$ cat src/rtl/drs_pkg.sv
// drs_pkg: constants and types for the dma request/sequencing core.
// assumes a single 125 MHz system clock; register map over a plain port.
package drs_pkg;
	localparam int NCH = 4;
	localparam int CNT_W = 16;
	// register offsets: per channel control at 0x00..0x03, count 0x04..0x07
	localparam logic [7:0] ADDR_CTRL0 = 8'h00;
	localparam logic [7:0] ADDR_COUNT0 = 8'h04;
	localparam logic [7:0] ADDR_OPCTL = 8'h08;
	localparam logic [7:0] ADDR_STATUS = 8'h09;
	// channel control field positions
	localparam int CC_ENABLE = 0;
	localparam int CC_IRQEN = 1;
	localparam int CC_TEND = 2;
	localparam int CC_BURST = 3;
	localparam int CC_EDGE = 4;
	localparam int CC_DUAL = 5;
	localparam int CC_SRC_LO = 6;
	localparam int CC_SRC_W = 2;
	// request sources
	localparam logic [1:0] SRC_AUTO = 2'h0;
	localparam logic [1:0] SRC_EXT = 2'h1;
	localparam logic [1:0] SRC_PERI = 2'h2;
	localparam logic [1:0] SRC_SERIAL = 2'h3;
	// operation control fields
	localparam int OC_MASTER = 0;
	localparam int OC_NMI = 1;
	localparam int OC_AERR = 2;
	localparam int OC_PRIO_LO = 3;
	// wait states for dma cycles, dual and single address
	localparam logic [3:0] WAIT_DUAL_RST = 4'h1;
	localparam logic [3:0] WAIT_SINGLE_RST = 4'h0;
	// least gap from request detection to dma bus cycle, in states
	localparam int REQ_TO_CYCLE_STATES = 2;
	localparam logic [1:0] REQ_DELAY = 2'(REQ_TO_CYCLE_STATES);
	// reset values
	localparam logic [7:0] CTRL_RST = 8'h00;
	localparam logic [7:0] OPCTL_RST = 8'h00;
	typedef enum logic [2:0] {
		ST_IDLE = 3'b000,
		ST_WAIT = 3'b001,
		ST_READ = 3'b011,
		ST_WRITE = 3'b010,
		ST_DONE = 3'b110
	} drs_state_e;
endpackage

$ cat src/rtl/drs_core.sv
// drs_core: four-channel dma request sampling, arbitration and termination.
// assumes the bus grants at once; one state is one clock.
// Operation
// (RL1) serial source forces cycle-steal mode
// (RL2) external pin requests only on channels 0,1
// (RL3) software avoids serial source without peripheral
// (RL4) serial-triggered channel must touch serial register
// (RL5) higher channel preempts running burst immediately
// (RL6) burst preemptor finishes before lower resumes
// (RL7) cycle-steal preemptor alternates unit by unit
// (RL8) active burst never releases bus to cpu
// (RL9) cycle length from dual or single wait
// (RL10) sample request pin, cycle two states later
// (RL11) edge mode resamples only after next edge
// (RL12) resample third state after preceding cycle
// (RL13) miss: sample ack state, then every state
// (RL14) burst edge runs to end, then samples
// (RL15) burst level resamples per bus/read cycle
// (RL16) count zero sets end flag, interrupt
// (RL17) clearing channel enable halts, no end flag
// (RL18) nmi/address error halt all, flag set
// (RL19) resume: clear halt flag, set enable
// (RL20) dual read error completes write first
// (RL21) master enable clear aborts after cycle
// (RL22) cycle-steal releases bus after each unit
// (RL23) burst keeps bus until end condition
// (RL24) acknowledge only during serving dma cycle
// (RL25) simultaneous requests go to highest priority
//
// Our own choices: strobed register access and the address map.
`timescale 1ns/10ps
`default_nettype none
module drs_core
	import drs_pkg::*;
(
	input wire logic clk,
	input wire logic arst_n,
	input wire logic [7:0] regAddr,
	input wire logic [15:0] regWrData,
	input wire logic regWrite,
	input wire logic regRead,
	output logic [15:0] regRdData,
	input wire logic [1:0] transferRequestN,
	input wire logic [NCH-1:0] periRequest,
	input wire logic nmiEvent,
	input wire logic busAddrError,
	output logic [1:0] transferAcknowledge,
	output logic busRequest,
	output logic [1:0] dmaChannel,
	output logic dmaReadCycle,
	output logic dmaWriteCycle,
	output logic transferEndInterrupt
);
	logic [7:0] ctrl_r [NCH];
	logic [CNT_W-1:0] count_r [NCH];
	logic [7:0] opctl_r;
	logic [3:0] waitDual_r, waitSingle_r;
	logic [1:0] reqMeta_r, reqSync_r, reqPrev_r;
	logic [NCH-1:0] pend_r;
	logic [1:0] sampleMode_r [2];
	drs_state_e state_r;
	logic [1:0] cur_r;
	logic [3:0] waitCnt_r;
	logic [1:0] dly_r;
	logic errPending_r;
	logic [NCH-1:0] want, enOk, burstCh, endIrq;
	logic [1:0] winner, nextCh;
	logic haltAll, anyWant, cycEnd, unitDone, holdBus;

	// channel selected by fixed or rotating-free priority order
	function automatic logic [1:0] prioPick(input logic [NCH-1:0] w,
		input logic rot);
		logic [1:0] p;
		// channel 0 ranks first in both orders
		if (w[0])
			p = 2'h0;
		else if (rot)
			p = w[3] ? 2'h3 : (w[2] ? 2'h2 : (w[1] ? 2'h1 : 2'h0));
		else
			p = w[1] ? 2'h1 : (w[2] ? 2'h2 : (w[3] ? 2'h3 : 2'h0));
		return p;
	endfunction

	function automatic logic isBurst(input logic [7:0] c);
		// serial-port source never allowed to burst, see (RL1)
		return c[CC_BURST] && (c[CC_SRC_LO +: CC_SRC_W] != SRC_SERIAL);
	endfunction

	assign haltAll = !opctl_r[OC_MASTER] || opctl_r[OC_NMI]
		|| opctl_r[OC_AERR];

	// a channel may run if enabled, not ended, not halted
	genvar g;
	generate
		for (g = 0; g < NCH; g++)
		begin : gen_ch
			assign enOk[g] = ctrl_r[g][CC_ENABLE] && !ctrl_r[g][CC_TEND]
				&& !haltAll && (count_r[g] != '0);
			assign want[g] = enOk[g] && pend_r[g];
			assign burstCh[g] = isBurst(ctrl_r[g]);
			assign endIrq[g] = ctrl_r[g][CC_TEND] && ctrl_r[g][CC_IRQEN];
		end
	endgenerate

	assign anyWant = |want;
	// highest ranked requester, see (RL25)
	assign winner = prioPick(want, opctl_r[OC_PRIO_LO]);
	// after a steal unit a waiting burst channel goes next, see (RL7)
	assign nextCh = (!burstCh[cur_r] && |(want & burstCh))
		? prioPick(want & burstCh, opctl_r[OC_PRIO_LO]) : winner;

	// request pin synchroniser, first stage read only by second
	always_ff @(posedge clk or negedge arst_n)
	begin
		if (!arst_n)
		begin
			reqMeta_r <= 2'h3;
			reqSync_r <= 2'h3;
			reqPrev_r <= 2'h3;
		end
		else
		begin
			reqMeta_r <= transferRequestN;
			reqSync_r <= reqMeta_r;
			reqPrev_r <= reqSync_r;
		end
	end

	// end of a dma bus cycle
	assign cycEnd = (state_r == ST_READ || state_r == ST_WRITE)
		&& waitCnt_r == 4'h0;
	assign unitDone = cycEnd && (state_r == ST_WRITE
		|| !ctrl_r[cur_r][CC_DUAL]);

	// pending requests and pin sampling policy
	// sampleMode: 0 every state, 1 wait ack state, 2 blocked till end
	always_ff @(posedge clk or negedge arst_n)
	begin
		if (!arst_n)
		begin
			pend_r <= '0;
			sampleMode_r[0] <= 2'h0;
			sampleMode_r[1] <= 2'h0;
		end
		else
		begin
			for (int c = 0; c < NCH; c++)
			begin
				logic [1:0] s;
				logic lvl;
				logic edg;
				logic smp;
				s = ctrl_r[c][CC_SRC_LO +: CC_SRC_W];
				lvl = 1'b0;
				edg = 1'b0;
				smp = 1'b1;
				if (c < 2)
				begin
					lvl = !reqSync_r[c];
					edg = reqPrev_r[c] && !reqSync_r[c];
					smp = sampleMode_r[c] == 2'h0
						|| (sampleMode_r[c] == 2'h1 && cycEnd && cur_r == c);
				end
				if (!enOk[c])
					pend_r[c] <= 1'b0;
				else if (s == SRC_AUTO)
					pend_r[c] <= 1'b1;
				else if (s == SRC_PERI || s == SRC_SERIAL)
					pend_r[c] <= periRequest[c] || (pend_r[c]
						&& !(unitDone && cur_r == c));
				else if (c < 2)
				begin
					// external pin serves only 0 and 1, see (RL2)
					if (ctrl_r[c][CC_EDGE])
					begin
						// edge captured once, no resample, see (RL11)
						if (edg && smp)
							pend_r[c] <= 1'b1;
						else if (unitDone && cur_r == c
							&& !isBurst(ctrl_r[c]))
							pend_r[c] <= 1'b0;
					end
					else if (smp)
						// level sampled at allowed points, see (RL10)
						pend_r[c] <= lvl;
				end
				else
					pend_r[c] <= 1'b0;
			end
			for (int c = 0; c < 2; c++)
			begin
				if (!enOk[c])
					// after end, sample every state, see (RL14)
					sampleMode_r[c] <= 2'h0;
				else if (pend_r[c] && isBurst(ctrl_r[c])
					&& ctrl_r[c][CC_EDGE])
					// burst edge: no sampling till end, see (RL14)
					sampleMode_r[c] <= 2'h2;
				else if (pend_r[c])
					// burst level per cycle, steal at ack state,
					// see (RL12) (RL15)
					sampleMode_r[c] <= 2'h1;
				else if (sampleMode_r[c] == 2'h1 && cycEnd)
					// missed sample, fall back, see (RL13)
					sampleMode_r[c] <= 2'h0;
			end
		end
	end

	// transfer sequencer
	always_ff @(posedge clk or negedge arst_n)
	begin
		if (!arst_n)
		begin
			state_r <= ST_IDLE;
			cur_r <= 2'h0;
			waitCnt_r <= 4'h0;
			dly_r <= 2'h0;
			errPending_r <= 1'b0;
		end
		else
		begin
			case (state_r)
			ST_IDLE:
			begin
				if (anyWant)
				begin
					// cycle no earlier than two states, see (RL10)
					cur_r <= winner;
					dly_r <= REQ_DELAY - 2'h1;
					state_r <= ST_WAIT;
				end
			end
			ST_WAIT:
			begin
				if (!enOk[cur_r])
					state_r <= ST_IDLE;
				else if (dly_r != 2'h0)
					dly_r <= dly_r - 2'h1;
				else
				begin
					// wait count from the address mode, see (RL9)
					waitCnt_r <= ctrl_r[cur_r][CC_DUAL] ? waitDual_r
						: waitSingle_r;
					state_r <= ST_READ;
				end
			end
			ST_READ:
			begin
				if (waitCnt_r != 4'h0)
					waitCnt_r <= waitCnt_r - 4'h1;
				else if (ctrl_r[cur_r][CC_DUAL])
				begin
					// read error still completes write, see (RL20)
					errPending_r <= busAddrError;
					waitCnt_r <= waitDual_r;
					state_r <= ST_WRITE;
				end
				else
					state_r <= ST_DONE;
			end
			ST_WRITE:
			begin
				errPending_r <= errPending_r || busAddrError;
				if (waitCnt_r != 4'h0)
					waitCnt_r <= waitCnt_r - 4'h1;
				else
					state_r <= ST_DONE;
			end
			ST_DONE:
			begin
				errPending_r <= 1'b0;
				if (!anyWant)
					state_r <= ST_IDLE;
				else
				begin
					// higher wins at once, burst preemptor runs to
					// its end, see (RL5) (RL6)
					cur_r <= nextCh;
					waitCnt_r <= ctrl_r[nextCh][CC_DUAL] ? waitDual_r
						: waitSingle_r;
					state_r <= ST_READ;
				end
			end
			default:
				state_r <= ST_IDLE;
			endcase
			// master clear aborts at cycle end, see (RL21)
			if (haltAll && (state_r == ST_IDLE || state_r == ST_WAIT
				|| state_r == ST_DONE))
				state_r <= ST_IDLE;
			// channel disable stops its transfer, see (RL17)
			else if (state_r == ST_DONE && !ctrl_r[cur_r][CC_ENABLE])
				state_r <= ST_IDLE;
		end
	end

	// bus ownership: burst holds bus, steal releases, see (RL8)
	// see (RL22) (RL23)
	always_comb
	begin
		holdBus = state_r != ST_IDLE;
		if (state_r == ST_DONE && !burstCh[cur_r]
			&& !(|(want & burstCh)))
			holdBus = 1'b0;
	end

	// acknowledge and cycle qualifiers only in serving cycle, see (RL24)
	always_ff @(posedge clk or negedge arst_n)
	begin
		if (!arst_n)
		begin
			transferAcknowledge <= 2'h0;
			busRequest <= 1'b0;
			dmaChannel <= 2'h0;
			dmaReadCycle <= 1'b0;
			dmaWriteCycle <= 1'b0;
		end
		else
		begin
			// bus flag lags with the cycle flags, so ack never outlives it
			busRequest <= holdBus;
			dmaChannel <= cur_r;
			dmaReadCycle <= state_r == ST_READ;
			dmaWriteCycle <= state_r == ST_WRITE;
			transferAcknowledge <= 2'h0;
			if ((state_r == ST_READ || state_r == ST_WRITE) && !cur_r[1])
				transferAcknowledge[cur_r[0]] <= 1'b1;
		end
	end

	// registers: software writes, hardware count, end and halt flags
	always_ff @(posedge clk or negedge arst_n)
	begin
		if (!arst_n)
		begin
			for (int c = 0; c < NCH; c++)
			begin
				ctrl_r[c] <= CTRL_RST;
				count_r[c] <= '0;
			end
			opctl_r <= OPCTL_RST;
			waitDual_r <= WAIT_DUAL_RST;
			waitSingle_r <= WAIT_SINGLE_RST;
		end
		else
		begin
			if (regWrite)
			begin
				if (regAddr >= ADDR_CTRL0 && regAddr < ADDR_COUNT0)
					ctrl_r[regAddr[1:0]] <= regWrData[7:0];
				else if (regAddr >= ADDR_COUNT0 && regAddr < ADDR_OPCTL)
					count_r[regAddr[1:0]] <= regWrData;
				else if (regAddr == ADDR_OPCTL)
					// halt flags clear only by software, see (RL19)
					opctl_r <= regWrData[7:0];
				else if (regAddr == ADDR_STATUS)
				begin
					waitDual_r <= regWrData[3:0];
					waitSingle_r <= regWrData[7:4];
				end
			end
			// count update and end flag on last unit, see (RL16)
			if (unitDone)
			begin
				count_r[cur_r] <= count_r[cur_r] - 16'h0001;
				if (count_r[cur_r] == 16'h0001)
					ctrl_r[cur_r][CC_TEND] <= 1'b1;
			end
			// halts win over clearing write, see (RL18)
			if (nmiEvent)
				opctl_r[OC_NMI] <= 1'b1;
			if ((busAddrError && state_r == ST_READ
				&& !ctrl_r[cur_r][CC_DUAL]) || (unitDone
				&& (errPending_r || busAddrError)))
				opctl_r[OC_AERR] <= 1'b1;
		end
	end

	// end interrupt from enabled end flags, see (RL16)
	assign transferEndInterrupt = |endIrq;

	// read data one cycle after the read strobe
	always_ff @(posedge clk or negedge arst_n)
	begin
		if (!arst_n)
			regRdData <= 16'h0000;
		else if (regRead)
		begin
			if (regAddr >= ADDR_CTRL0 && regAddr < ADDR_COUNT0)
				regRdData <= {8'h00, ctrl_r[regAddr[1:0]]};
			else if (regAddr >= ADDR_COUNT0 && regAddr < ADDR_OPCTL)
				regRdData <= count_r[regAddr[1:0]];
			else if (regAddr == ADDR_OPCTL)
				regRdData <= {8'h00, opctl_r};
			else if (regAddr == ADDR_STATUS)
				regRdData <= {8'h00, waitSingle_r, waitDual_r};
			else
				regRdData <= 16'h0000;
		end
	end
endmodule
`default_nettype wire

$ cat config.mk
export PLATFORM = sky130hd
export DESIGN_NAME = drs_core
export DESIGN_NICKNAME = d
export VERILOG_FILES = /design/src/rtl/drs_pkg.sv /design/src/rtl/drs_core.sv
export SDC_FILE = /design/constraint.sdc
export NUM_CORES = 1
export LEC_CHECK = 0
export BUFFER_PORTS_ARGS = -buffer_cell sky130_fd_sc_hd__clkbuf_2
export CORE_ASPECT_RATIO = 1.2
export CORE_UTILIZATION = 40
export CTS_BUF_LIST = sky130_fd_sc_hd__clkbuf_2 sky130_fd_sc_hd__clkbuf_4 sky130_fd_sc_hd__clkbuf_8
export CTS_CLUSTER_SIZE = 25
export DETAILED_ROUTE_END_ITERATION = 12
export SYNTH_ARGS = -nofsm -noshare
export SYNTH_HDL_FRONTEND = slang
export SYNTH_SLANG_ARGS = --single-unit
$ cat constraint.sdc
create_clock -name clk -period 6.4 [get_ports clk]
set_input_delay 1.6 -clock clk [delete_from_list [all_inputs] [get_ports clk]]
set_output_delay 1.6 -clock clk [all_outputs]
set_load 0.01 [all_outputs]
-- Word-level counts from Yosys, hierarchy flattened
Index checks and enable logic that the tools add are counted.
W data, S select, Z words.
- output and inout bits: 24
- bits in registers: 161
- word-level logic and storage cells: 365
- input port bits: 36
- reduce and logical (&&, ||, !) cells: 137
- magnitude comparators: 12
- mux-type cells: 126
- equality and inequality tests: 47
- $add $sub $neg: 3
- bitwise gates (word level): 8
- operator list (kind ; count):
    $mux W64 ; 4
    $bwmux W64 ; 2
    $mux W16 ; 8
    $mux W32 ; 4
    $bmux W16 S2 ; 2
    $demux W16 S2 ; 2
    $reduce_bool A16 Y1 ; 4
    $logic_and A1 B1 Y1 ; 62
    $mux W2 ; 30
    $bmux W8 S2 ; 3
    $mux W8 ; 5
    $mux W3 ; 13
    $bwmux W32 ; 1
    $demux W8 S2 ; 2
    $mux W4 ; 8
    $or A32 B32 Y32 ; 1
    $mux W1 ; 30
    $ne A2 B2 Y1 const B ; 14
    $mux W6 ; 4
    $eq A2 B2 Y1 const B ; 10
    $reduce_and A4 Y1 ; 5
    $logic_not A1 Y1 ; 19
    $logic_or A1 B1 Y1 ; 18
    $eq A16 B1 Y1 const B ; 1
    other kinds (44) ; 81

-- Longest topological paths before layout
- word-level depth: 21
- mapped depth: 10
- depth with buffers taken out: 10

-- Least setup slack after synthesis
Ideal clock, no wire load.
- kind: input to register
- start point: input port regAddr[7]
- end point: register count_r[10] (netlist name)
- path buffers: 2
- arrival: 3.708 ns
- path slack: 2.557 ns
- required time: 6.264 ns
- setup time: 0.136 ns
- stages: 10
- path through: nor4_1 -> nand2b_1 -> buf_2 -> nor2_1 -> nand2_1 -> nor2_1 -> buf_2 -> mux2_2 -> nand2_1 -> o21ai_0
- word-level cells in the longest chain between the ends: 7
- elaborated cells on any way between the ends: 11
- those cells by class: 4 x order compare; 5 x mux; 2 x reduce/logical
- ends and longest elaborated chain (element ; RTL line ; source):
    start: declaration ; drs_core.sv:38 ; input wire logic [7:0] regAddr,
    $ge A8 B3 Y1 or $lt A8 B4 Y1 (tied branches) ; drs_core.sv:352 ; else if (regAddr >= ADDR_COUNT0 && regAddr < ADDR_OPCTL)
    $logic_and A1 B1 Y1 ; drs_core.sv:352 ;
    $mux W64 ; drs_core.sv:352 ;
    $mux W64 (*) ; drs_core.sv:350 ; if (regAddr >= ADDR_CTRL0 && regAddr < ADDR_COUNT0)
    $mux W64 (*) ; drs_core.sv:348 ; if (regWrite)
    $bwmux W64 ; drs_core.sv:366 ; count_r[cur_r] <= count_r[cur_r] - 16'h0001;
    $mux W64 (*) ; drs_core.sv:364 ; if (unitDone)
    end signal: indexed assignment ; drs_core.sv:353 ; count_r[regAddr[1:0]] <= regWrData;
    end signal: indexed assignment ; drs_core.sv:366 ;
    end: declaration ; drs_core.sv:55 ; logic [CNT_W-1:0] count_r [NCH];
Mark *: on every way between the ends. The rest lies on a longest branch, timed or not.
A chain may end at the register's enable or synchronous reset.

-- Worst setup path in the final report
- start point: input port regAddr[7]
- end point: register count_r[15] (netlist name)
Same word-level chain as after synthesis.

==> qor.yml <==
critical_path:
  worstPathMaxFanout: 17
  r2r-end: "waitCnt_r[0]$_DFFE_PN0P_"
  reg2reg_from: "count_r[43]$_DFF_PN0_"
  worstSetupPathType: "in -> reg"
  worstSetupEndpointType: "flip-flop"
  max_stage_delay_ns: 0.62
  crit_family: "simple AND/OR/NAND/NOR gates"
  cp_data_required_time_ns: 6.73
  reg2reg_slack_ns: 3.01
  crit_chain: "clkbuf_2, nor4_1, nand2b_1, nor2_1, nand2_1, nor2_1, buf_4, mux2_2, nand2_1, o21ai_0"
  worst_r2r_path_depth: 8
  crit_slowest_cell: "nor2_1"
  worst_ep_arrival_time_ns: 4.21
  cp-start-kind: "input pin"
  path_buf_inv: 2
run:
  cap_violations: 0
yosys:
  synth_area_leader_cell: "dfrtp_1"
  netlist_instances: 884
  seq_area_frac_synth: 0.4229
  synth_top_cell_area_share: 0.4037
  synth_area_per_cell_um2: 10.80
  synthArstFlopShare: 1.000
  netlist_top_cells_area: "dfrtp_1, mux4_2, mux2_2"
  yosys-top-cells-count: "dfrtp_1, mux2_2, nand2_1"
  synth_edf_count: 0
  syn_area_um2: 9547
  syn-num-nets: 925
  yosysMostFrequentCell: "dfrtp_1"
  ys_ff_latch: 161
  yosysUniqueCellTypes: 77
  synth_top_flop_cell: "dfrtp_1"
  ys.warnings.count: 0
layout:
  stdcell_area_um2: 10560
  nets: 960
  antennaDiodeCount: 0
  utilization: 0.4534
  area_delta_synth_final_pct: 10.56
  drive_above_1_share: 0.2715
drt:
  drtIter0Drc: 562
  dr_wl_met2_mm: 13.36
  drc: 0
  wl_met3_um: 980
  top_layer: "met4"
  vias: 7271
  met1_length_mm: 11.36
  drtPass1Iterations: 5
  vias_per_cell: 5.831
  routed_wl_mm: 26.46
  ant_nets: 0
  wl_per_cell_um: 21.22
clock_network:
  clk_path_buf_depth: 2
  cts_tree: "yes"
  clk_pin_slew_worst_paths_ns: 0.09
  cts_buffers: 17
  cts_resized: 0
  cts_htree_levels: 4
  cts_root_buffer: "clkbuf_8"
  insertion_delay_ns: 0.46
  postCtsSetupBuffers: 0
  hold_buffers: 0
  cts_sinks: 161
timing:
  slew_violations: 0
  fin_crit_ns: 3.872
  tns_ns: 0
  worst_pin_slew_ns: 1.012
  hold_viol_final: 0
  fin_ws_ns: 2.528
  setup_viol: 0
  worst_clock_skew_ns: 0.01384
  slew_headroom: 0.3256
  rsz0062_at_grt: "false"
  fmax_ghz: 0.2583
  fin_crit_sh: 0.6050
grt:
  first_global_vias: 7204
  antenna_found_initial: 0
  grt_pass1_wl_mm: 42.07
  grt_util_all_layers: 0.2288
  grt_overflow: 0
  grt_max_degree: 67
placement:
  dp_slack_ns: 2.059
  dp_hpwl_mm: 18.55
  numPortBuffers: 59
  place_area_um2: 10140
  routabilityCongestion: 0.8410
pwr:
  p_total_mw: 2.122
  p_leak_nw: 4.366
  vdd_ir_drop_max_v: 0.0001170
  power.density_nw_per_um2: 201.0
min_path:
  hold_depth: 0
  whs_endpoint: "reqSync_r[0]$_DFF_PN1_"
  hp-start: "reqMeta_r[0]$_DFF_PN1_"
  hold_path_class: "reg -> reg"
floorplanning:
  die_area_um2: 24490
  core-area_um2: 23280
  pin_count: 60
  die_h_um: 171.2
  rows: 61
  start_util: 0.4101
  die_width_um: 143.0
status:
  run_status: "complete, no violations"
area by class of cell:
cell class	instances	area [µm²]
inverters	24	90.09
repair buffers	74	414.1
multi-input cells	641	5200
flip-flops and latches	161	4039
fillers	2190	12720
clock inverters	15	183.9
well taps	315	394.1
clock buffers	17	234.0
power breakdown:
part           switching [mW]  total [mW]  internal (mW)
registers              0.0448        1.10           1.06
logic                   0.124       0.217         0.0939
clock network           0.412       0.802          0.390
total                   0.580        2.12           1.54
worst reg2reg max path: cells and delay by family, from the launching register on:
family	cells	cell delay [ns]
compound gates	3	0.71
flops	1	0.42
mux	1	0.56
simple gates	4	1.59
per-layer routing:
metal,vias up,global-route usage
li1,3373,-
met1,3670,0.2884
met2,192,0.3941
met3,36,0.03619
met4,0,0.08555
met5,-,0
logic make-up (layout without fill, tap and decap cells):
logic type / after synthesis / after routing / share of synthesized area
AOI/OAI and AO/OA: 193 / 193 / 0.1295
xor gates and xnor gates: 16 / 16 / 0.01547
adders and majority gates: 5 / 5 / 0.006553
buffers and inverters: 82 / 130 / 0.03408
DFF: 161 / 161 / 0.4229
muxes: 165 / 165 / 0.2417
and+or+nand+nor: 262 / 262 / 0.1498
how the worst max path moves through the flow:
stage | startpoint | endpoint | slack [ns] | cells past startpoint
final | regAddr[7] | count_r[15]$_DFF_PN0_ | 2.53 | 10
after global routing | regAddr[7] | count_r[10]$_DFF_PN0_ | 2.22 | 10
after CTS | regAddr[7] | count_r[4]$_DFF_PN0_ | 2.56 | 10
after detailed placement | regAddr[7] | count_r[15]$_DFF_PN0_ | 2.06 | 10
after global placement | regAddr[7] | count_r[15]$_DFF_PN0_ | 2.10 | 10
after floorplan | regAddr[7] | count_r[10]$_DFF_PN0_ | 2.56 | 10
metrics by stage:
stage | std cells | hold slack (ns)
2_1_floorplan | 884 | 0.3452
3_3_place_gp | 1215 | 0.3458
3_5_place_dp | 1215 | 0.3468
4_1_cts | 1247 | 0.3545
5_1_grt | 1247 | 0.3561
6_report | 1247 | 0.3576
cell usage in the layout, fill, tap and decap left out, types with 4 or more instances in the layout:
master	netlist	routed
mux2i_1	49	49
clkbuf_8	0	17
nor2_1	57	55
and3_1	5	5
buf_4	1	15
clkinvlp_4	0	5
and2_1	7	7
dfrtp_1	154	153
nand3_1	27	27
mux2_2	70	70
xnor2_1	6	6
o221ai_1	10	10
a21oi_1	58	58
inv_1	24	24
xor2_1	9	9
nand2_1	64	64
nor4_1	13	13
nor3_1	12	11
o21ai_0	55	55
a22oi_1	5	5
o21a_1	9	9
nand2b_1	11	11
ha_1	5	5
nand4_1	9	9
clkbuf_2	5	58
a211oi_1	11	11
dfstp_2	7	7
nor4_2	7	7
mux4_2	40	40
nor2b_1	20	20
a21boi_0	7	7
mux4_1	4	4
Power figures use the tool's default switching activity.
